$ cat config.mk
export PLATFORM = sky130hd
export DESIGN_NAME = cmdf_filter
export DESIGN_NICKNAME = d
export VERILOG_FILES = /design/src/rtl/cmdf_pkg.sv /design/src/rtl/cmdf_filter.sv
export SDC_FILE = /design/constraint.sdc
export NUM_CORES = 1
export LEC_CHECK = 0
export BUFFER_PORTS_ARGS = -buffer_cell sky130_fd_sc_hd__buf_2
export CAP_MARGIN = 10
export CORE_ASPECT_RATIO = 1.75
export CORE_MARGIN = 2
export CORE_UTILIZATION = 50
export DETAILED_ROUTE_END_ITERATION = 8
export GPL_ROUTABILITY_DRIVEN = 1
export PLACE_DENSITY = 0.87
export SLEW_MARGIN = 20
export SYNTH_ARGS = -nofsm -noshare
export SYNTH_HDL_FRONTEND = slang
export SYNTH_SLANG_ARGS = --single-unit
$ cat constraint.sdc
create_clock -name sys_clk_i -period 8.6 [get_ports sys_clk_i]
set_input_delay 1.72 -clock sys_clk_i [delete_from_list [all_inputs] [get_ports sys_clk_i]]
set_output_delay 1.72 -clock sys_clk_i [all_outputs]
set_load 0.1 [all_outputs]
$ cat src/rtl/cmdf_pkg.sv
// Purpose: constants and types of the command admission filter
// Assumes: 8-bit register address, 32-bit register data
// Notes: opcode, log page and fabrics type values are the usual encodings
package cmdf_pkg;
   localparam int ADDR_W = 8;
   localparam int DATA_W = 32;
   // register offsets
   localparam logic [7:0] REG_CTRL_OFS = 8'h00;
   localparam logic [7:0] REG_STATUS_OFS = 8'h04;
   localparam logic [7:0] REG_ABORTS_OFS = 8'h08;
   // control register fields and reset value
   localparam int CTRL_DIR_SUP_BIT = 0;
   localparam int CTRL_STR_SUP_BIT = 1;
   localparam int CTRL_STR_EN_BIT = 2;
   localparam logic [2:0] CTRL_RST = 3'h0;
   // status register fields
   localparam int STAT_SAN_LSB = 0;
   localparam int STAT_LAST_LSB = 4;
   localparam int STAT_UNRES_BIT = 8;
   // optional admin support field: directives bit
   localparam int OPTIONAL_ADMIN_SUPPORT_FIELD_W = 16;
   localparam int OPTIONAL_ADMIN_SUPPORT_FIELD_DIR_BIT = 5;
   // admin opcodes
   localparam logic [7:0] OPC_DEL_SQ = 8'h00;
   localparam logic [7:0] OPC_CRE_SQ = 8'h01;
   localparam logic [7:0] OPC_GET_LOG = 8'h02;
   localparam logic [7:0] OPC_DEL_CQ = 8'h04;
   localparam logic [7:0] OPC_CRE_CQ = 8'h05;
   localparam logic [7:0] OPC_IDENTIFY = 8'h06;
   localparam logic [7:0] OPC_ABORT = 8'h08;
   localparam logic [7:0] OPC_SET_FEAT = 8'h09;
   localparam logic [7:0] OPC_GET_FEAT = 8'h0a;
   localparam logic [7:0] OPC_ASYNC_EVT = 8'h0c;
   localparam logic [7:0] OPC_KEEP_ALIVE = 8'h18;
   localparam logic [7:0] OPC_DIR_SEND = 8'h19;
   localparam logic [7:0] OPC_DIR_RECV = 8'h1a;
   localparam logic [7:0] OPC_MI_SEND = 8'h1d;
   localparam logic [7:0] OPC_MI_RECV = 8'h1e;
   localparam logic [7:0] OPC_FABRICS = 8'h7f;
   localparam logic [7:0] OPC_SANITIZE = 8'h84;
   localparam logic [7:0] OPC_VENDOR_MIN = 8'hc0;
   // io opcodes
   localparam logic [7:0] OPC_IO_WRITE = 8'h01;
   // log page identifiers
   localparam logic [7:0] LID_ERROR = 8'h01;
   localparam logic [7:0] LID_SMART = 8'h02;
   localparam logic [7:0] LID_CHG_NS = 8'h04;
   localparam logic [7:0] LID_RESV = 8'h80;
   localparam logic [7:0] LID_SANITIZE = 8'h81;
   // fabrics command types
   localparam logic [7:0] FCT_PROP_SET = 8'h00;
   localparam logic [7:0] FCT_CONNECT = 8'h01;
   localparam logic [7:0] FCT_PROP_GET = 8'h04;
   localparam logic [7:0] FCT_AUTH_SEND = 8'h05;
   localparam logic [7:0] FCT_AUTH_RECV = 8'h06;
   localparam logic [7:0] FCT_VENDOR_MIN = 8'hc0;
   // sanitize actions
   localparam logic [2:0] SACT_EXIT_FAIL = 3'h1;
   localparam logic [2:0] SACT_BLOCK = 3'h2;
   localparam logic [2:0] SACT_OVERWRITE = 3'h3;
   localparam logic [2:0] SACT_CRYPTO = 3'h4;
   // directive types
   localparam logic [7:0] DIRECTIVE_TYPE_FIELD_IDENTIFY = 8'h00;
   localparam logic [7:0] DIRECTIVE_TYPE_FIELD_STREAMS = 8'h01;
   localparam logic [7:0] DIRECTIVE_TYPE_FIELD_IO_MASK = 8'h0f;
   localparam logic [15:0] DIRECTIVE_SPECIFIC_FIELD_NONE = 16'h0000;
   // completion status codes
   localparam logic [1:0] ST_OK = 2'h0;
   localparam logic [1:0] ST_SAN_PROG = 2'h1;
   localparam logic [1:0] ST_SAN_FAIL = 2'h2;
   localparam logic [1:0] ST_INV_FIELD = 2'h3;
   // subsystem sanitize state
   typedef enum logic [2:0] {
      SAN_IDLE = 3'b001,
      SAN_PROG = 3'b010,
      SAN_FAIL = 3'b100
   } cmdf_san_t;
   // whole state of the filter
   typedef struct packed {
      cmdf_san_t san;
      logic [2:0] ctrl;
      logic [15:0] aborts;
      logic [1:0] last_status;
      logic rsp_valid;
      logic rsp_abort;
      logic [1:0] rsp_status;
      logic rsp_str_valid;
      logic [15:0] rsp_str_id;
      logic rsp_zero_lba;
      logic [15:0] rsp_cid;
      logic [31:0] rd_data;
   } cmdf_state_t;
endpackage : cmdf_pkg

$ cat src/rtl/cmdf_filter.sv
// Purpose: admit or abort each fetched command by sanitize and directive
// Assumes: one command per cycle at most, fields valid with cmd_valid_i
// Notes: verdict appears one cycle after the command, as a pulse
//
// Implementation choices: the register addresses and the plain strobed port.
`timescale 1ns/1ps

// Overview of operation
// - during sanitize only listed admin commands pass
// - io commands abort with sanitize in progress
// - unlisted commands abort with sanitize in progress
// - failed state aborts io with sanitize failed
// - failed state aborts unlisted, non-sanitize commands
// - failed state accepts sanitize with restricted actions
// - plain admin list passes without extra checks
// - get log page limited to five pages
// - error log lba field returned as zero
// - management send/receive only when explicitly permitted
// - fabrics set, get, connect, authentication pass
// - vendor commands pass only without user data
// - advertise directives, support send, receive, identify
// - type 00h identify, type 01h streams
// - unsupported or disabled directive type aborts invalid
// - io directive type uses low four bits
// - io directive type zero means no directive
// - only write interprets directive fields
// - directive specific holds stream id for streams
// - no io directive enabled means fields ignored
// - enabled but unsupported io type aborts invalid
// - streams with zero specific is plain write
// - failed state left by a new sanitize start or exit action
module cmdf_filter (
   input wire logic sys_clk_i,
   input wire logic srst_i,
   // register port
   input wire logic [7:0] reg_addr_i,
   input wire logic [31:0] reg_wdata_i,
   input wire logic reg_wr_i,
   input wire logic reg_rd_i,
   output logic [31:0] reg_rdata_o,
   // sanitize engine events and levels
   input wire logic san_start_i,
   input wire logic san_pass_i,
   input wire logic san_fail_i,
   input wire logic san_exit_i,
   input wire logic san_unres_exit_i,
   input wire logic mi_permit_i,
   // fetched command
   input wire logic cmd_valid_i,
   input wire logic cmd_is_io_i,
   input wire logic [15:0] cmd_cid_i,
   input wire logic [7:0] cmd_opcode_i,
   input wire logic [7:0] cmd_log_id_i,
   input wire logic [7:0] cmd_fctype_i,
   input wire logic [2:0] cmd_san_act_i,
   input wire logic cmd_user_data_i,
   input wire logic [7:0] directive_type_field_i,
   input wire logic [15:0] directive_specific_field_i,
   // verdict
   output logic rsp_valid_o,
   output logic rsp_abort_o,
   output logic [1:0] rsp_status_o,
   output logic [15:0] rsp_cid_o,
   output logic rsp_stream_valid_o,
   output logic [15:0] rsp_stream_id_o,
   output logic rsp_zero_lba_o,
   output logic [15:0] optional_admin_support_field_o,
   output logic [2:0] san_state_o
);

   cmdf_pkg::cmdf_state_t st_reg;
   cmdf_pkg::cmdf_state_t st_next;

   logic restricted;
   logic [1:0] rstat;
   logic list_ok;
   logic dir_sup;
   logic str_ok;
   logic [7:0] io_directive_type_field;
   logic abort;
   logic [1:0] status;
   logic str_valid;
   logic zero_lba;

   // admin commands that pass a restricted state unconditionally
   function automatic logic is_plain_admin(input logic [7:0] op);
      is_plain_admin = (op == cmdf_pkg::OPC_ABORT) ||
         (op == cmdf_pkg::OPC_ASYNC_EVT) ||
         (op == cmdf_pkg::OPC_CRE_CQ) || (op == cmdf_pkg::OPC_CRE_SQ) ||
         (op == cmdf_pkg::OPC_DEL_CQ) || (op == cmdf_pkg::OPC_DEL_SQ) ||
         (op == cmdf_pkg::OPC_GET_FEAT) || (op == cmdf_pkg::OPC_SET_FEAT) ||
         (op == cmdf_pkg::OPC_IDENTIFY) || (op == cmdf_pkg::OPC_KEEP_ALIVE);
   endfunction : is_plain_admin

   // log pages readable in a restricted state
   function automatic logic is_log_ok(input logic [7:0] lid);
      is_log_ok = (lid == cmdf_pkg::LID_ERROR) ||
         (lid == cmdf_pkg::LID_SMART) || (lid == cmdf_pkg::LID_CHG_NS) ||
         (lid == cmdf_pkg::LID_RESV) || (lid == cmdf_pkg::LID_SANITIZE);
   endfunction : is_log_ok

   // fabrics command types allowed in a restricted state
   function automatic logic is_fab_ok(input logic [7:0] fct,
                                      input logic udata);
      is_fab_ok = (fct == cmdf_pkg::FCT_PROP_SET) ||
         (fct == cmdf_pkg::FCT_PROP_GET) || (fct == cmdf_pkg::FCT_CONNECT) ||
         (fct == cmdf_pkg::FCT_AUTH_SEND) ||
         (fct == cmdf_pkg::FCT_AUTH_RECV) ||
         ((fct >= cmdf_pkg::FCT_VENDOR_MIN) && !udata);
   endfunction : is_fab_ok

   // sanitize actions accepted while in the failed state
   function automatic logic is_act_ok(input logic [2:0] act,
                                      input logic unres);
      is_act_ok = ((act == cmdf_pkg::SACT_EXIT_FAIL) && unres) ||
         (act == cmdf_pkg::SACT_BLOCK) ||
         (act == cmdf_pkg::SACT_OVERWRITE) ||
         (act == cmdf_pkg::SACT_CRYPTO);
   endfunction : is_act_ok

   // restricted-state admission and its abort status
   assign restricted = (st_reg.san != cmdf_pkg::SAN_IDLE);
   assign rstat = (st_reg.san == cmdf_pkg::SAN_PROG) ?
                  cmdf_pkg::ST_SAN_PROG : cmdf_pkg::ST_SAN_FAIL;
   assign dir_sup = st_reg.ctrl[cmdf_pkg::CTRL_DIR_SUP_BIT];
   // streams usable only if supported and enabled
   assign str_ok = dir_sup && st_reg.ctrl[cmdf_pkg::CTRL_STR_SUP_BIT] &&
                   st_reg.ctrl[cmdf_pkg::CTRL_STR_EN_BIT];
   // upper four type bits taken as zero
   assign io_directive_type_field = directive_type_field_i & cmdf_pkg::DIRECTIVE_TYPE_FIELD_IO_MASK;

   // permitted list for restricted states
   always_comb begin
      list_ok = 1'b0;
      if (!cmd_is_io_i) begin
         if (is_plain_admin(cmd_opcode_i)) begin
            list_ok = 1'b1;
         end else if (cmd_opcode_i == cmdf_pkg::OPC_GET_LOG) begin
            list_ok = is_log_ok(cmd_log_id_i);
         end else if ((cmd_opcode_i == cmdf_pkg::OPC_MI_SEND) ||
                      (cmd_opcode_i == cmdf_pkg::OPC_MI_RECV)) begin
            list_ok = mi_permit_i;
         end else if (cmd_opcode_i == cmdf_pkg::OPC_FABRICS) begin
            list_ok = is_fab_ok(cmd_fctype_i, cmd_user_data_i);
         end else if (cmd_opcode_i >= cmdf_pkg::OPC_VENDOR_MIN) begin
            list_ok = !cmd_user_data_i;
         end else if ((cmd_opcode_i == cmdf_pkg::OPC_SANITIZE) &&
                      (st_reg.san == cmdf_pkg::SAN_FAIL)) begin
            list_ok = is_act_ok(cmd_san_act_i, san_unres_exit_i);
         end
      end
   end

   // verdict: sanitize gating first, then directive fields
   always_comb begin
      abort = 1'b0;
      status = cmdf_pkg::ST_OK;
      str_valid = 1'b0;
      zero_lba = 1'b0;
      if (restricted) begin
         // io aborted with the in-progress status
         // io aborted with the failed status
         if (cmd_is_io_i || !list_ok) begin
            abort = 1'b1;
            status = rstat;
         end else if (cmd_opcode_i == cmdf_pkg::OPC_GET_LOG) begin
            zero_lba = (cmd_log_id_i == cmdf_pkg::LID_ERROR);
         end
      end else if (!cmd_is_io_i) begin
         if ((cmd_opcode_i == cmdf_pkg::OPC_DIR_SEND) ||
             (cmd_opcode_i == cmdf_pkg::OPC_DIR_RECV)) begin
            if (!dir_sup) begin
               abort = 1'b1;
               status = cmdf_pkg::ST_INV_FIELD;
            end else if (directive_type_field_i ==
                         cmdf_pkg::DIRECTIVE_TYPE_FIELD_IDENTIFY) begin
               abort = 1'b0;
            end else if (!((directive_type_field_i ==
                            cmdf_pkg::DIRECTIVE_TYPE_FIELD_STREAMS) && str_ok)) begin
               abort = 1'b1;
               status = cmdf_pkg::ST_INV_FIELD;
            end
         end
      end else if (cmd_opcode_i == cmdf_pkg::OPC_IO_WRITE) begin
         // only write looks at directive fields
         if (!str_ok || (io_directive_type_field == cmdf_pkg::DIRECTIVE_TYPE_FIELD_IDENTIFY)) begin
            str_valid = 1'b0;
         end else if (io_directive_type_field == cmdf_pkg::DIRECTIVE_TYPE_FIELD_STREAMS) begin
            // specific field is the stream id
            // zero stream id is a plain write
            str_valid = (directive_specific_field_i != cmdf_pkg::DIRECTIVE_SPECIFIC_FIELD_NONE);
         end else begin
            abort = 1'b1;
            status = cmdf_pkg::ST_INV_FIELD;
         end
      end
   end

   // next state: sanitize tracking, registers, verdict capture
   always_comb begin
      st_next = st_reg;
      // leave failed state on a new start or exit
      case (st_reg.san)
         cmdf_pkg::SAN_IDLE: begin
            if (san_start_i) begin
               st_next.san = cmdf_pkg::SAN_PROG;
            end
         end
         cmdf_pkg::SAN_PROG: begin
            if (san_fail_i) begin
               st_next.san = cmdf_pkg::SAN_FAIL;
            end else if (san_pass_i) begin
               st_next.san = cmdf_pkg::SAN_IDLE;
            end
         end
         cmdf_pkg::SAN_FAIL: begin
            if (san_start_i) begin
               st_next.san = cmdf_pkg::SAN_PROG;
            end else if (san_exit_i) begin
               st_next.san = cmdf_pkg::SAN_IDLE;
            end
         end
         default: begin
            st_next.san = cmdf_pkg::SAN_IDLE;
         end
      endcase
      // verdict pulse with its data
      st_next.rsp_valid = cmd_valid_i;
      if (cmd_valid_i) begin
         st_next.rsp_abort = abort;
         st_next.rsp_status = status;
         st_next.rsp_cid = cmd_cid_i;
         st_next.rsp_str_valid = str_valid;
         st_next.rsp_str_id = str_valid ? directive_specific_field_i :
                              16'h0000;
         st_next.rsp_zero_lba = zero_lba;
         st_next.last_status = status;
      end
      // control register write
      if (reg_wr_i && (reg_addr_i == cmdf_pkg::REG_CTRL_OFS)) begin
         st_next.ctrl = reg_wdata_i[2:0];
      end
      // abort counter: a count in the clearing cycle survives
      if (reg_wr_i && (reg_addr_i == cmdf_pkg::REG_ABORTS_OFS)) begin
         st_next.aborts = 16'h0000;
      end
      if (cmd_valid_i && abort && (st_next.aborts != 16'hffff)) begin
         st_next.aborts = st_next.aborts + 16'h0001;
      end
      // read data stands only in the cycle after the strobe
      st_next.rd_data = 32'h0000_0000;
      if (reg_rd_i) begin
         case (reg_addr_i)
            cmdf_pkg::REG_CTRL_OFS: begin
               st_next.rd_data[2:0] = st_reg.ctrl;
            end
            cmdf_pkg::REG_STATUS_OFS: begin
               st_next.rd_data[cmdf_pkg::STAT_SAN_LSB +: 3] = st_reg.san;
               st_next.rd_data[cmdf_pkg::STAT_LAST_LSB +: 2] =
                  st_reg.last_status;
               st_next.rd_data[cmdf_pkg::STAT_UNRES_BIT] = san_unres_exit_i;
            end
            cmdf_pkg::REG_ABORTS_OFS: begin
               st_next.rd_data[15:0] = st_reg.aborts;
            end
            default: begin
               st_next.rd_data = 32'h0000_0000;
            end
         endcase
      end
   end

   // state register
   always_ff @(posedge sys_clk_i) begin
      if (srst_i) begin
         st_reg <= '0;
         st_reg.san <= cmdf_pkg::SAN_IDLE;
         st_reg.ctrl <= cmdf_pkg::CTRL_RST;
      end else begin
         st_reg <= st_next;
      end
   end

   // outputs straight from the state register
   assign reg_rdata_o = st_reg.rd_data;
   assign rsp_valid_o = st_reg.rsp_valid;
   assign rsp_abort_o = st_reg.rsp_abort;
   assign rsp_status_o = st_reg.rsp_status;
   assign rsp_cid_o = st_reg.rsp_cid;
   assign rsp_stream_valid_o = st_reg.rsp_str_valid;
   assign rsp_stream_id_o = st_reg.rsp_str_id;
   assign rsp_zero_lba_o = st_reg.rsp_zero_lba;
   assign san_state_o = st_reg.san;
   // directives advertised in the support field
   always_comb begin
      optional_admin_support_field_o = '0;
      optional_admin_support_field_o[cmdf_pkg::OPTIONAL_ADMIN_SUPPORT_FIELD_DIR_BIT] = dir_sup;
   end
endmodule : cmdf_filter

; ---- Word level (Yosys, flattened, before mapping)
; Cells that the tools add are included.
[totals]
ff_bits = 92
latchBits = 0
ram_bits = 0
mem_bits_ro = 0
elab_cells = 154
mem_count = 0
[op_classes]
add_sub_neg = 1
mul = 0
n_div = 0
magnitude_cmp = 2
eq_ne = 41
n_shift = 0
muxes = 48
n_bitwise = 2
reduce_logical = 47
[op_table]
columns = op, count
row1 = "8-bit by 3-bit equality test with 1-bit output, second input constant", 8
row2 = 16-bit 2-to-1 mux, 3
row3 = "8-bit by 4-bit equality test with 1-bit output, second input constant", 5
row4 = "8-bit by 5-bit equality test with 1-bit output, second input constant", 5
row5 = 8-bit logical NOT, 5
row6 = "8-bit by 1-bit equality test with 1-bit output, second input constant", 4
row7 = 1-bit logical OR, 25
row8 = 1-bit 2-to-1 mux, 25
row9 = "8-bit equality test, second input constant", 3
row10 = 2-bit 2-to-1 mux, 11
row11 = 3-bit one-hot mux with 3 select lines, 2
row12 = "16-bit by 1-bit adder with 16-bit output, second input constant", 1
row13 = "8-bit by 2-bit equality test with 1-bit output, second input constant", 2
row14 = "8-bit >= comparator, second input constant", 2
row15 = "16-bit != test, second input constant", 1
row16 = 16-bit nonzero test, 1
row17 = 3-bit 2-to-1 mux, 5
row18 = 1-bit logical AND, 10
row19 = "3-bit by 2-bit equality test with 1-bit output, second input constant", 3
row20 = "8-bit by 7-bit equality test with 1-bit output, second input constant", 1
row21 = "3-bit by 1-bit equality test with 1-bit output, second input constant", 2
row22 = "3-bit equality test, second input constant", 2
row23 = "3-bit != test, second input constant", 2
row24 = "4-bit by 1-bit equality test with 1-bit output, second input constant", 1
row25 = other kinds (9), 12

; ---- Logic depth before layout (Yosys ltp)
; Gate-level depths: netlist (run 1).
[logic_depth]
depth_word = 19
depth_mapped = 12
depth_no_buf = 9

; ---- Worst setup path after synthesis (run 1)
; Ideal clock, no wire load.
[synth_path]
path_type = input to register
startpoint = input port reg_addr_i[7]
endpoint = register st_reg[82] (netlist name)
arrival_ns = 3.902
path_slack_ns = 4.577
cell_stages = 9
path_buffers = 0
cell_sequence = nor4_2 -> nand4_2 -> and2_1 -> ha_1 -> nand4_1 -> nor2_2 -> or3_4 -> or3_4 -> mux2_4
[synth_via]
elab_chain_len = 6
word_cells_on_any_way = 7
[synth_lines]
columns = item, line_no
row1 = "start, declared", cmdf_filter.sv:36  ; input wire logic [7:0] reg_addr_i,
row2 = 8-bit by 4-bit equality test with 1-bit output (*), cmdf_filter.sv:244  ; if (reg_wr_i && (reg_addr_i == cmdf_pkg::REG_ABORTS_OFS)) begin
row3 = 1-bit logical AND (*), cmdf_filter.sv:244
row4 = 16-bit 2-to-1 mux (*), cmdf_filter.sv:244
row5 = "parallel branches: the longest is 2 deep, another holds 16-bit by 1-bit adder with 16-bit output", --
row6 = 16-bit 2-to-1 mux (*), cmdf_filter.sv:247  ; if (cmd_valid_i && abort && (st_next.aborts != 16'hffff)) begin
row7 = "end signal, assigned", cmdf_filter.sv:280  ; st_reg <= st_next;
row8 = "end, declared", cmdf_filter.sv:71  ; cmdf_pkg::cmdf_state_t st_reg;
; Every way passes the cells marked *.
; A chain may end at the register's enable or synchronous reset.

; ---- Final worst setup path (run 1)
[layout_path]
startpoint = input port reg_addr_i[3]
endpoint = register st_reg[82] (netlist name)
; Same word-level chain as after synthesis.

==> results by stage, run 1 <==
Global routing:
- The wire length of the first global-routing pass is approximately 16 mm.
- Entering global routing, the biggest net connects 54 pins.
- Summed over all layers, the global routing overflow is 0.
- The initial antenna violation count was 1.
- Across every metal layer, demand over resource in global routing totals roughly 22%.
- The via count of the first global-routing pass is about 3400.

Place:
- After legalization and detailed placement, the total HPWL measured 7.66 mm.
- The cell area reported after detailed placement is roughly 0.0043 sq mm.
- The count of port buffers added during placement is 148.
- The congestion estimate from routability-driven global placement came to ~0.9.

Clock tree:
- The clock reaches the later pin of the worst-skew pair after 340 ps.
- The clock transition at the register clock pins on the worst setup and hold paths after CTS is roughly 60 ps.
- The maximum number of buffers from clock root to sink is 2.
- For this design, the sink count on the clock tree is 76.
- Gates resized during post-CTS repair numbered 0.
- The number of hold buffers added after CTS is 0.
- The H-tree depth is 3.
- Buffers added to address setup during post-CTS repair amount to 0.
- The tree is rooted in a sky130_fd_sc_hd__clkbuf_16.
- TritonCTS built the clock tree.
- The number of clock buffers inserted by TritonCTS is 9.

Worst setup path:
- In this run the critical register-to-register path is launched from optional_admin_support_field_o[5].
- The capturing element of the worst setup path is st_reg[82].
- The terminus of the critical flop-to-flop path is st_reg[82].
- In this run the worst setup path begins at reg_addr_i[3].
- The required time at the worst-slack endpoint is roughly 9000 ps.
- In this run the worst path has a maximum fanout of 14.
- The cell count of the worst reg-to-reg path is 7.
- The setup check on the worst reg-to-reg path leaves a slack of 5940 ps.
- The nature of the critical path endpoint is a flip-flop.
- The category of the most critical setup path is in -> reg.
- The signal arrival time at the worst endpoint is between 4000 and 5000 ps.
- STA classifies the critical path startpoint as a primary input.

Timing:
- Of the available clock period, the critical path in the final layout requires roughly half.
- The number of pins exceeding their max-slew limit in the final report is 0.
- The hold slack is roughly 460 ps.
- The total negative setup slack is 0 ps.
- Setup repair after global routing left no endpoint under its margin.
- The count of endpoints failing hold in the final timing report is 0.
- Setup violations remaining at the end of the flow were counted as 0.
- The achievable clock frequency is between 200 and 250 MHz.
- In this run the tightest slew margin relative to its limit is a little under two fifths.
- The final critical-path required period is roughly 4300 ps.
- For the final database, setup skew stands at slightly below 9 ps.
- The actual transition at the worst max-transition pin is roughly 950 ps.

Yosys:
- The mapped netlist covers 0.00411 sq mm.
- The fraction of post-synthesis cell area in the top cell type by area is between 30 and 40%.
- The cell count after synthesis came out at approximately 480.
- Yosys attributes the largest share of cell area to sky130_fd_sc_hd__dfxtp_1 (37%), sky130_fd_sc_hd__buf_4 (16%), sky130_fd_sc_hd__nor2_1 (5.7%), sky130_fd_sc_hd__mux2i_1 (5.6%), sky130_fd_sc_hd__a22oi_1 (3.7%).
- In this run, synthesis inferred 0 flip-flops with an integrated enable.
- The cell accounting for the most synthesized area is sky130_fd_sc_hd__dfxtp_1.
- The proportion of register bits with asynchronous set or reset after synthesis is 0%.
- Averaged over all synthesized cells, the footprint is 8.53 sq um.
- The netlist uses 57 different library cells.
- The sequential element share of the synthesized area is a little under two fifths.
- The synthesized design contains 76 register bits.
- The flip-flop cell with the highest count after synthesis is sky130_fd_sc_hd__dfxtp_1.
- The count of synthesis-stage warnings from yosys is 0.

Routing:
- The routed length per placed instance is around 15 um.
- The vias per cell is approximately 5.5.
- The count of vias placed by the detailed router is approximately 3600.
- The remaining number of nets flagged by the antenna check after routing is 0.
- The detailed router's first-iteration violation count is approximately 210.
- The detailed-router iteration count before antenna repair is 5.
- The routed wire length is around 10 mm.
- The count of unresolved DRC violations after routing is 0.

Die:
- The die height is roughly 120 um.
- The die covers 0.00900 sq mm.
- During I/O placement, the number of pins put on the boundary was about 210.
- The total core area is between 0.007 and 0.008 sq mm.
- Once the floorplan was initialized, standard cells occupied approximately 52% of the core.
- In this run the horizontal extent of the chip is between 70 and 80 um.
- The floorplan has 43 rows.

Pwr:
- Dividing total power by cell area gives a power density of between 150 and 200 mW/mm^2.
- Across the VDD grid, the largest voltage drop is around 0.00016 V.
- The leakage dissipation is between 2 and 2.5 nW.
- The overall power of the completed layout is approximately 0.93 mW.

Cells and area:
- The net count of the finished layout is 688.
- In the final layout, the share of cells above drive strength 1 is about a third.
- The count of filler cells inserted in the layout is ~750.
- The number of flip-flops under the largest register name is 18.
- Once layout is done, the placed cells without fillers occupy about 0.0047 sq mm.
- The area growth from synthesis to layout is 13.4%.
- Registers take ~0.0015 sq mm.
- The total area of multi-input combinational cells is ~0.0019 sq mm.

Outcome:
- The flow ran to the end, and the final reports show no timing, DRC or antenna violations.

Hold path:
- The worst hold-check path type is reg -> reg.
- The cell depth of the worst min-delay path is 2.

Job:
- The count of max-cap constraint violations is 0.
==> Yosys cell counts, types with 2 or more instances <==
cell / n
sky130_fd_sc_hd__clkbuf_1: 13
sky130_fd_sc_hd__and3_1: 3
sky130_fd_sc_hd__nand3_1: 13
sky130_fd_sc_hd__nor3_1: 4
sky130_fd_sc_hd__dfxtp_1: 76
sky130_fd_sc_hd__nor2b_1: 7
sky130_fd_sc_hd__a31o_2: 2
sky130_fd_sc_hd__inv_1: 6
sky130_fd_sc_hd__or4b_2: 2
sky130_fd_sc_hd__nand4_1: 11
sky130_fd_sc_hd__buf_6: 2
sky130_fd_sc_hd__or3_1: 3
sky130_fd_sc_hd__nor2_1: 63
sky130_fd_sc_hd__xor2_1: 2
sky130_fd_sc_hd__nor4_2: 2
sky130_fd_sc_hd__and2_1: 14
sky130_fd_sc_hd__nor4_1: 13
sky130_fd_sc_hd__nor3b_1: 2
sky130_fd_sc_hd__o31ai_1: 4
sky130_fd_sc_hd__or3_4: 2
sky130_fd_sc_hd__a211oi_1: 3
sky130_fd_sc_hd__nand2_1: 29
sky130_fd_sc_hd__a22oi_1: 20
sky130_fd_sc_hd__nand2b_1: 3
sky130_fd_sc_hd__o21ai_0: 9
sky130_fd_sc_hd__buf_2: 2
sky130_fd_sc_hd__buf_4: 87
sky130_fd_sc_hd__a21o_1: 3
sky130_fd_sc_hd__a21oi_1: 20
sky130_fd_sc_hd__or4_1: 7
sky130_fd_sc_hd__mux2i_1: 23
sky130_fd_sc_hd__nand4b_1: 4
sky130_fd_sc_hd__and4_1: 2
sky130_fd_sc_hd__nand3b_1: 3
==> per-stage QoR <==
step,cells,utilization (%),setup WS [ps]
after CTS,662,58.5,4380
after detailed placement,646,54.6,4050
final,663,58.5,4350
after global routing,663,58.5,4140
after floorplan,512,-,4580
after global placement,646,54.6,4080
==> per-layer routing <==
layer	wire length (um)	share of wire [%]	global-route usage, %	vias up
li1	-	-	-	1751
met1	3790	37	24.6	1700
met2	5430	54	40.6	151
met3	559	5.5	4.29	23
met4	326	3.2	11.0	0
met5	0	0	0	-
==> final cells by class <==
| type | count | share of cell area (%) |
|---|---|---|
| clock buffer | 11 | 5.42 |
| inverter | 6 | 0.483 |
| multi-input combinational | 325 | 41.7 |
| timing repair buffer | 149 | 16.0 |
| clock inverter | 5 | 1.26 |
| sequential | 76 | 32.6 |
| tap | 90 | 2.42 |
| antenna | 1 | 0.0537 |
==> cells in the final DEF (no fill, tap or decap), drive strengths merged, types with 2 or more instances in the layout <==
| cell type | n |
|---|---|
| a31o | 2 |
| clkbuf | 11 |
| nor3 | 4 |
| and3 | 3 |
| nand4b | 4 |
| nor2 | 64 |
| clkinvlp | 2 |
| nor2b | 7 |
| or4 | 7 |
| and2 | 14 |
| nand3 | 14 |
| nand2b | 3 |
| a21o | 3 |
| a22oi | 20 |
| or4b | 3 |
| mux2i | 23 |
| nor3b | 2 |
| a211oi | 3 |
| nand2 | 29 |
| o21a | 2 |
| or3 | 5 |
| a21oi | 20 |
| or3b | 2 |
| xor2 | 2 |
| conb | 31 |
| nor4 | 15 |
| nand3b | 3 |
| o31ai | 4 |
| nand4 | 12 |
| inv | 7 |
| and4 | 2 |
| dfxtp | 76 |
| o21ai | 10 |
| buf | 149 |
==> power by group <==
part | switching, mW | leakage (nW) | internal (mW) | total [mW]
combinational | 0.144 | 1.37 | 0.0340 | 0.178
clock | 0.147 | 0.148 | 0.241 | 0.388
sequential | 0.00531 | 0.617 | 0.359 | 0.364
==> worst max-delay path, stage by stage <==
cell and delay, ps:
sky130_fd_sc_hd__buf_2 150, sky130_fd_sc_hd__nor2b_1 410, sky130_fd_sc_hd__nand4_2 320, sky130_fd_sc_hd__and2_1 290, sky130_fd_sc_hd__ha_1 210, sky130_fd_sc_hd__nand4_1 160, sky130_fd_sc_hd__nor2_2 120, sky130_fd_sc_hd__or3_4 420
sky130_fd_sc_hd__or3_4 350, sky130_fd_sc_hd__mux2_4 300
==> worst min-delay path by stage <==
stage | startpoint | to | slack [ps]
final | rsp_zero_lba_o | rsp_zero_lba_o | 460
after floorplan | st_reg[84] | st_reg[84] | 450
after global routing | rsp_zero_lba_o | rsp_zero_lba_o | 490
after detailed placement | rsp_zero_lba_o | rsp_zero_lba_o | 460
after global placement | rsp_zero_lba_o | rsp_zero_lba_o | 460
after CTS | rsp_zero_lba_o | rsp_zero_lba_o | 470
==> cell families after synthesis <==
| family | Yosys count | share of synthesized area [%] |
|---|---|---|
| xor gates and xnor gates | 2 | 0.426 |
| AOI/OAI and AO/OA | 72 | 12.0 |
| other | 1 | 0.0912 |
| and+or+nand+nor | 195 | 25.8 |
| adders and majority gates | 1 | 0.304 |
| muxes | 24 | 5.96 |
| DFF | 76 | 37.0 |
| buffers and inverters | 111 | 18.5 |
Power figures use the tool's default switching activity.
==> run 2, diff against run 1 <==
--- a/config.mk
+++ b/config.mk
@@ -9,10 +9,10 @@
 export CAP_MARGIN = 10
 export CORE_ASPECT_RATIO = 1.75
 export CORE_MARGIN = 2
-export CORE_UTILIZATION = 50
+export CORE_UTILIZATION = 42
 export DETAILED_ROUTE_END_ITERATION = 8
 export GPL_ROUTABILITY_DRIVEN = 1
-export PLACE_DENSITY = 0.87
+export PLACE_DENSITY = 0.78
 export SLEW_MARGIN = 20
 export SYNTH_ARGS = -nofsm -noshare
 export SYNTH_HDL_FRONTEND = slang
==> constraint.sdc (replaced) <==
create_clock -name sys_clk_i -period 3.5 [get_ports sys_clk_i]
set_input_delay 0.7 -clock sys_clk_i [delete_from_list [all_inputs] [get_ports sys_clk_i]]
set_output_delay 0.7 -clock sys_clk_i [all_outputs]
set_load 0.1 [all_outputs]
==> run 2 against run 1 <==
  * Clock power rose to 2.6 times the previous value
  * Hold slack better by 7.7 ps
  * Critical path depth stayed put
  * Die area up 18%
  * Final cell count increased by 5.9%
  * Power rose to 2.5 times the previous value
  * Utilization shrank 8.2 points
  * Worst setup slack lost 3800 ps
  * Largest cell class unchanged
  * Largest power group unchanged
==> results by stage, run 2 (synthesized netlist as in run 1, its figures left out) <==
Pwr:
- The clock power share is a little over two fifths.
- The power density over cell area is between 400 and 500 mW/mm^2.
- The leakage dissipation is 2.18 nW.
- The sequential group share of total power is between 30% and 40%.
- The switching part of the total is a little under a third.
- Summed over all nets, the switching power comes to 0.726 mW.
- The combinational group share of total power is about a fifth.
- The internal power of the cells totals between 1.5 and 2 mW.
- The worst-case IR drop observed on VDD is slightly above 0.0004 V.

Routing:
- After detailed routing, the number of remaining DRC violations is 0.
- The detailed-router iteration count before antenna repair is 4.
- The vias per cell is between 5 and 6.
- The detailed router's first-iteration violation count is 327.
- The routed length per placed instance is roughly 15 um.
- The count of vias placed by the detailed router is about 3600.
- For this block, the routed nets add up to approximately 11 mm of wire.
- The count of nets left with antenna violations once routing finished came out at 0.

Hold path:
- The min-delay analysis places its worst path in the category reg -> reg.
- The worst hold path was traced through 2 stages.

Place:
- The count of port buffers added during placement is approximately 150.
- Before CTS, the worst setup slack after placement is 209 ps.
- The detailed-placement wirelength estimate is a little over 8 mm.
- Routability-driven placement finished with a final weighted congestion of 0.880.

Global routing:
- The initial antenna violation count is 0.
- Global routing used between 20 and 25% of the available tracks across all layers.
- The total overflow left after global routing is 0.
- The first global-routing pass estimated roughly 17 mm of wire.
- The via count of the first global-routing pass came to about 3600.
- Entering global routing, the biggest net connects between 50 and 60 pins.

Timing:
- Setup violations remaining at the end of the flow were counted as 0.
- The worst path needs just under 3000 ps of the cycle, external delays included.
- Measured against its own limit, the worst slew margin works out to approximately three fifths.
- For this run, the top clock speed supported by timing is ~340 MHz.
- At the pin with the least slew margin, the transition time is 594 ps.
- The total negative setup slack is 0 ps.
- The worst path meets setup with 532 ps of slack.
- The worst clock skew on the final layout is approximately 3.8 ps.
- Setup repair after global routing left no endpoint under its margin.
- The count of endpoints failing hold in the final timing report came to 0.
- In the finished design, the share of the clock period the worst path needs comes to between 80% and 90%.
- The number of pins exceeding their max-slew limit in the final report is 0.

Outcome:
- The run finished with clean final reports.

Clock tree:
- Hold repair after CTS inserted 0 buffers.
- The latest clock arrival within the worst-skew pair is about 330 ps.
- The clock tree from TritonCTS is yes.
- The clock drives 76 sinks.
- The maximum number of buffers from clock root to sink is 2.
- The number of clock buffers inserted by TritonCTS is 9.
- The H-tree depth is 3.
- The number of post-CTS setup repair buffers is 0.
- The clock transition at the register clock pins on the worst setup and hold paths after CTS is approximately 60 ps.
- In this run the clock root is driven by a sky130_fd_sc_hd__clkbuf_16.
- Once the clock tree was built, the resizer swapped 0 gates to a different size.

Cells and area:
- The diode insertion count for antenna repair is 0.
- The layout has 921 filler cells.
- The final layout contains 696 nets.
- In the final layout, the share of cells above drive strength 1 is 32.4%.
- The number of flip-flops under the largest register name is 18.
- The top cell types in the final layout, fill and taps aside, are sky130_fd_sc_hd__buf_2 (148), sky130_fd_sc_hd__dfxtp_1 (76), sky130_fd_sc_hd__nor2_1 (63).
- The area growth from synthesis to layout is 15.9%.
- The most common cell after layout, fill and taps aside is sky130_fd_sc_hd__buf_2.

Die:
- The area of the die is between 0.01 and 0.015 sq mm.
- During I/O placement, the number of pins put on the boundary was about 210.
- The initial utilization of the core area, before any placement, comes to 43.4%.
- The die outline width is approximately 79 um.
- The die height is ~130 um.
- The floorplan has 47 rows.
- The total core area is roughly 0.0095 sq mm.

Worst setup path:
- For the worst setup path, the data arrival time is 3190 ps.
- The slowest stage of the critical path belongs to the cell sky130_fd_sc_hd__or3_4.
- The category of the most critical setup path is in -> reg.
- Traced cell by cell, the critical path runs through buf_2 > nor4_2 > nand4_2 > and2_1 > ha_1 > nand4_1 > nor2_2 > or3_4 > or3_4 > mux2_4.
- The nature of the critical path endpoint is a flip-flop.
- Counting stages on the worst path, the most repeated cell is sky130_fd_sc_hd__or3_4.
- The largest fanout of any net on the critical path is 14.
- The peak per-stage delay on the critical path is ~420 ps.
- STA classifies the critical path startpoint as a primary input.
- For the worst flop-to-flop path, the logic depth is 7.
- The required time at the worst-slack endpoint is roughly 3700 ps.

Job:
- The tool flagged a number of max-cap violations equal to 0.
[run 2: cell type report]
class	count	area (sq um)	area share (%)
clock inverter	4	72.6	1.52
clock buffer	12	246	5.17
tap	122	153	3.20
timing repair buffer	157	808	17.0
inverter	6	22.5	0.472
multi-input combinational	325	1940	40.8
sequential	76	1520	31.9
[run 2: worst max-delay path, delay by kind of cell]
| kind | cells | cell delay (ps) |
|---|---|---|
| mux | 1 | 300 |
| buf+inv | 1 | 100 |
| simple gates | 7 | 1830 |
| fa+ha+maj | 1 | 240 |
[run 2: path summary, 6_finish.rpt]
path                                     start        endpoint  slack [ps]
min reg2reg                     rsp_zero_lba_o  rsp_zero_lba_o         470
max reg2reg  optional_admin_support_field_o[5]      st_reg[82]         860
max                              reg_addr_i[7]      st_reg[82]         530
min                             rsp_zero_lba_o  rsp_zero_lba_o         470
[run 2: per-stage QoR]
step / hold slack, ps / area, sq um / instances / utilization (%) / total power [mW]
floorplan: 447 / 4230 / 512 / - / 1.30
finish: 471 / 4770 / 702 / 50.4 / 2.34
global route: 513 / 4770 / 702 / 50.4 / 2.42
CTS: 478 / 4770 / 702 / 50.4 / 2.35
detailed placement: 464 / 4450 / 686 / 47.0 / 1.36
global placement: 460 / 4450 / 686 / 47.0 / 1.35
[run 2: per-layer routing]
metal	wire length, um	share of wire (%)	vias to the layer above	track usage [%]
met4	441	4.1	0	10.8
met1	3820	35	1682	20.7
met3	571	5.3	37	5.01
met5	0	0	-	0
met2	5960	55	150	38.0
li1	-	-	1763	-
[run 2: power groups by stage]
| stage | clock network [mW] | logic (mW) | registers (mW) |
|---|---|---|---|
| 2_1_floorplan | 0 | 0.382 | 0.919 |
| 3_3_place_gp | 0 | 0.437 | 0.912 |
| 3_5_place_dp | 0 | 0.444 | 0.913 |
| 4_1_cts | 1.01 | 0.445 | 0.894 |
| 5_1_grt | 1.06 | 0.468 | 0.896 |
| 6_report | 0.997 | 0.447 | 0.894 |
==> run 3, diff against run 2 <==
==> constraint.sdc (replaced) <==
create_clock -name sys_clk_i -period 2.6 [get_ports sys_clk_i]
set_input_delay 0.52 -clock sys_clk_i [delete_from_list [all_inputs] [get_ports sys_clk_i]]
set_output_delay 0.52 -clock sys_clk_i [all_outputs]
set_load 0.1 [all_outputs]
==> run 3 against run 2 <==
  * Via count rose by 4.0%
  * Sequential power rose by 34%
  * Flip-flop and latch count did not move
  * First-iteration DRC count fell by 29%
  * Hold slack got worse by 50 ps
  * Clock skew rose by 0.75 ps
  * Register-to-register slack got worse by 540 ps
  * Wire length rose by 1.6%
  * Worst setup slack got worse by 410 ps
  * Largest power group unchanged
==> results by stage, run 3 (synthesized netlist as in run 1, its figures left out) <==
Cells and area:
- Leaving out fill and tap cells, the most frequent cells in the layout are sky130_fd_sc_hd__buf_2 (148), sky130_fd_sc_hd__dfxtp_1 (76), sky130_fd_sc_hd__nor2_1 (63).
- The layout has slightly below 900 filler cells.
- The diode insertion count for antenna repair is 0.
- Compared with the post-synthesis result, the final layout area differs by 22.7%.
- The library cell used most frequently in the layout, excluding fill and tap cells, is sky130_fd_sc_hd__buf_2.
- Cells with a size suffix above 1 make up 36.6% of the layout.
- Summing all multi-input logic gate instances after layout gives about 0.0020 sq mm.
- The net count of the finished layout is 727.
- The design area is just over 0.005 sq mm.
- The combined flip-flop and latch cell area is 0.00152 sq mm.
- The register with the most flip-flops in the layout has 18 of them.

Die:
- The die outline width is between 70 and 80 um.
- The die covers ~0.011 sq mm.
- The starting density of the core is around 43%.
- The number of cell rows is 47.
- between 200 and 250 I/O pins were placed.
- From bottom edge to top edge, the die measures around 130 um.
- The total core area is approximately 0.0095 sq mm.

Pwr:
- Summed over all cells, the static leakage comes to 2.34 nW.
- The peak ir drop on the vdd network is ~0.00045 V.
- In this run the power density over the cells is 632 mW/mm^2.

Clock tree:
- After clock tree synthesis, the clock-pin slew on the worst setup and hold paths is roughly 50 ps.
- The clock net in this run drives a total of 76 sinks.
- The latest clock arrival within the worst-skew pair is 330 ps.
- The number of clock buffers inserted by TritonCTS is 9.
- Counting along the longest clock path gives a buffer depth of 2.
- For this design, the CTS-stage hold fixing added 0 buffers.
- The clock root buffer is sky130_fd_sc_hd__clkbuf_16.
- The H-tree was split into 3 levels.
- After clock tree synthesis, the setup repair step added 0 buffers.
- The clock tree from TritonCTS is yes.
- Post-CTS repair changed the size of 0 cells.

Routing:
- The count of vias placed by the detailed router is roughly 3800.
- The detailed route wirelength on metal3 is 535 um.
- The routed length per placed instance is 15.0 um.
- Once detail routing completed, the nets flagged for antenna violations numbered 0.
- The detailed-router iteration count before antenna repair is 5.
- The total met2 wirelength after detailed routing is 6.12 mm.
- The met1 layer wirelength in the final routing is approximately 3.8 mm.
- Wires add up to 11.0 mm.
- The count of unresolved DRC violations after routing is 0.
- In the routed layout, each cell is associated on average with a via count of roughly 5.2.
- The highest layer used for signal routing is met4.
- The detailed router finished its first iteration with about 230 violations.

Worst setup path:
- At the worst endpoint, the required time is between 2000 and 3000 ps.
- The setup path with the least slack is of type in -> reg.
- In this run the worst path has a maximum fanout of 8.
- The reg-to-reg setup timing slack is between 300 and 400 ps.
- The worst setup path is launched from a primary input.
- The endpoint identified for the worst register-to-register timing path is st_reg[74].
- The nature of the critical path endpoint is a flip-flop.
- For the worst flop-to-flop path, the logic depth is 8.
- In this run the worst setup path begins at reg_addr_i[7].
- STA puts the critical path data arrival time at roughly 2700 ps.
- The critical register-to-register path startpoint is optional_admin_support_field_o[5].

Timing:
- The final critical-path required period is about 2500 ps.
- Measured against its own limit, the worst slew margin works out to 61.4%.
- The number of pins exceeding their max-slew limit in the final report was 0.
- The count of endpoints failing hold in the final timing report is 0.
- The achievable clock frequency is between 400 and 500 MHz.
- Clock skew on the completed layout was measured at approximately 4.5 ps.
- The total negative setup slack is 0 ps.
- The worst path uses 95.2% of the clock period.
- Setup violations remaining at the end of the flow were counted as 0.
- Setup repair after global routing left no endpoint under its margin.
- The actual transition at the worst max-transition pin is 578 ps.

Global routing:
- Entering global routing, the biggest net connects 40 pins.
- The via count of the first global-routing pass was 3690.
- The aggregate global routing overflow is 0.
- The total global-route track usage is about a fifth.
- The first global-routing pass estimated roughly 17 mm of wire.
- The initial antenna violation count is 0.

Place:
- The placed instances occupy a cell area of between 0.004 and 0.005 sq mm.
- During placement, the flow inserted port buffers numbering between 100 and 150.
- The final RePlAce weighted congestion is 0.873.
- Detailed placement finished with a half-perimeter wire length of between 8 and 9 mm.

Job:
- The count of max-cap constraint violations is 0.

Outcome:
- The flow ran to the end, and the final reports show no timing, DRC or antenna violations.

Hold path:
- The startpoint of the tightest hold check path is reg_wdata_i[2].
- The endpoint of the worst hold path is st_reg[90].
- Along the worst hold path, the cell count comes to 3.
- The worst hold-check path type is in -> reg.
==> run 3: worst max path at each step <==
stage | end | cells past startpoint | slack (ps)
floorplan | st_reg[82] | 9 | -80
CTS | st_reg[82] | 10 | 140
global placement | st_reg[82] | 10 | -180
detailed placement | st_reg[82] | 10 | -210
global route | st_reg[72] | 11 | 50
finish | st_reg[72] | 11 | 130
==> run 3: final cells by class <==
type                       count  area share [%]
multi-input combinational    325            39.3
inverter                       6           0.446
clock inverter                 4            1.44
sequential                    76            30.2
timing repair buffer         188            20.6
clock buffer                  11            5.01
tap                          122            3.03
==> run 3: power breakdown <==
part	leakage (nW)	switching (mW)	internal [mW]
clock	0.158	0.462	0.885
sequential	0.617	0.0131	1.19
combinational	1.56	0.495	0.145
total	2.34	0.970	2.22
==> run 3: through the flow <==
| stage | setup slack (ps) | util (%) | instances | hold WS [ps] | power (mW) |
|---|---|---|---|---|---|
| final | 125 | 53.3 | 732 | 421 | 3.19 |
| after detailed placement | -209 | 49.9 | 717 | 459 | 1.86 |
| after floorplan | -78.0 | - | 512 | 447 | 1.76 |
| after global routing | 51.8 | 53.3 | 732 | 440 | 3.30 |
| after global placement | -181 | 49.9 | 717 | 460 | 1.85 |
| after CTS | 139 | 53.3 | 732 | 417 | 3.21 |
==> run 3: critical path: stages <==
cell,delay [ps]
sky130_fd_sc_hd__buf_2,110
sky130_fd_sc_hd__nor4_4,340
sky130_fd_sc_hd__nand4_4,150
sky130_fd_sc_hd__and2_4,180
sky130_fd_sc_hd__ha_4,160
sky130_fd_sc_hd__nand4_1,140
sky130_fd_sc_hd__nor2_4,60
sky130_fd_sc_hd__or3_4,380
sky130_fd_sc_hd__buf_4,170
sky130_fd_sc_hd__or3_1,350
sky130_fd_sc_hd__a21oi_1,160
==> run 3: layer usage <==
metal,track usage [%],vias to the layer above
met2,38.2,150
met1,20.6,1769
met3,4.48,36
met5,0,-
li1,-,1824
met4,11.8,0
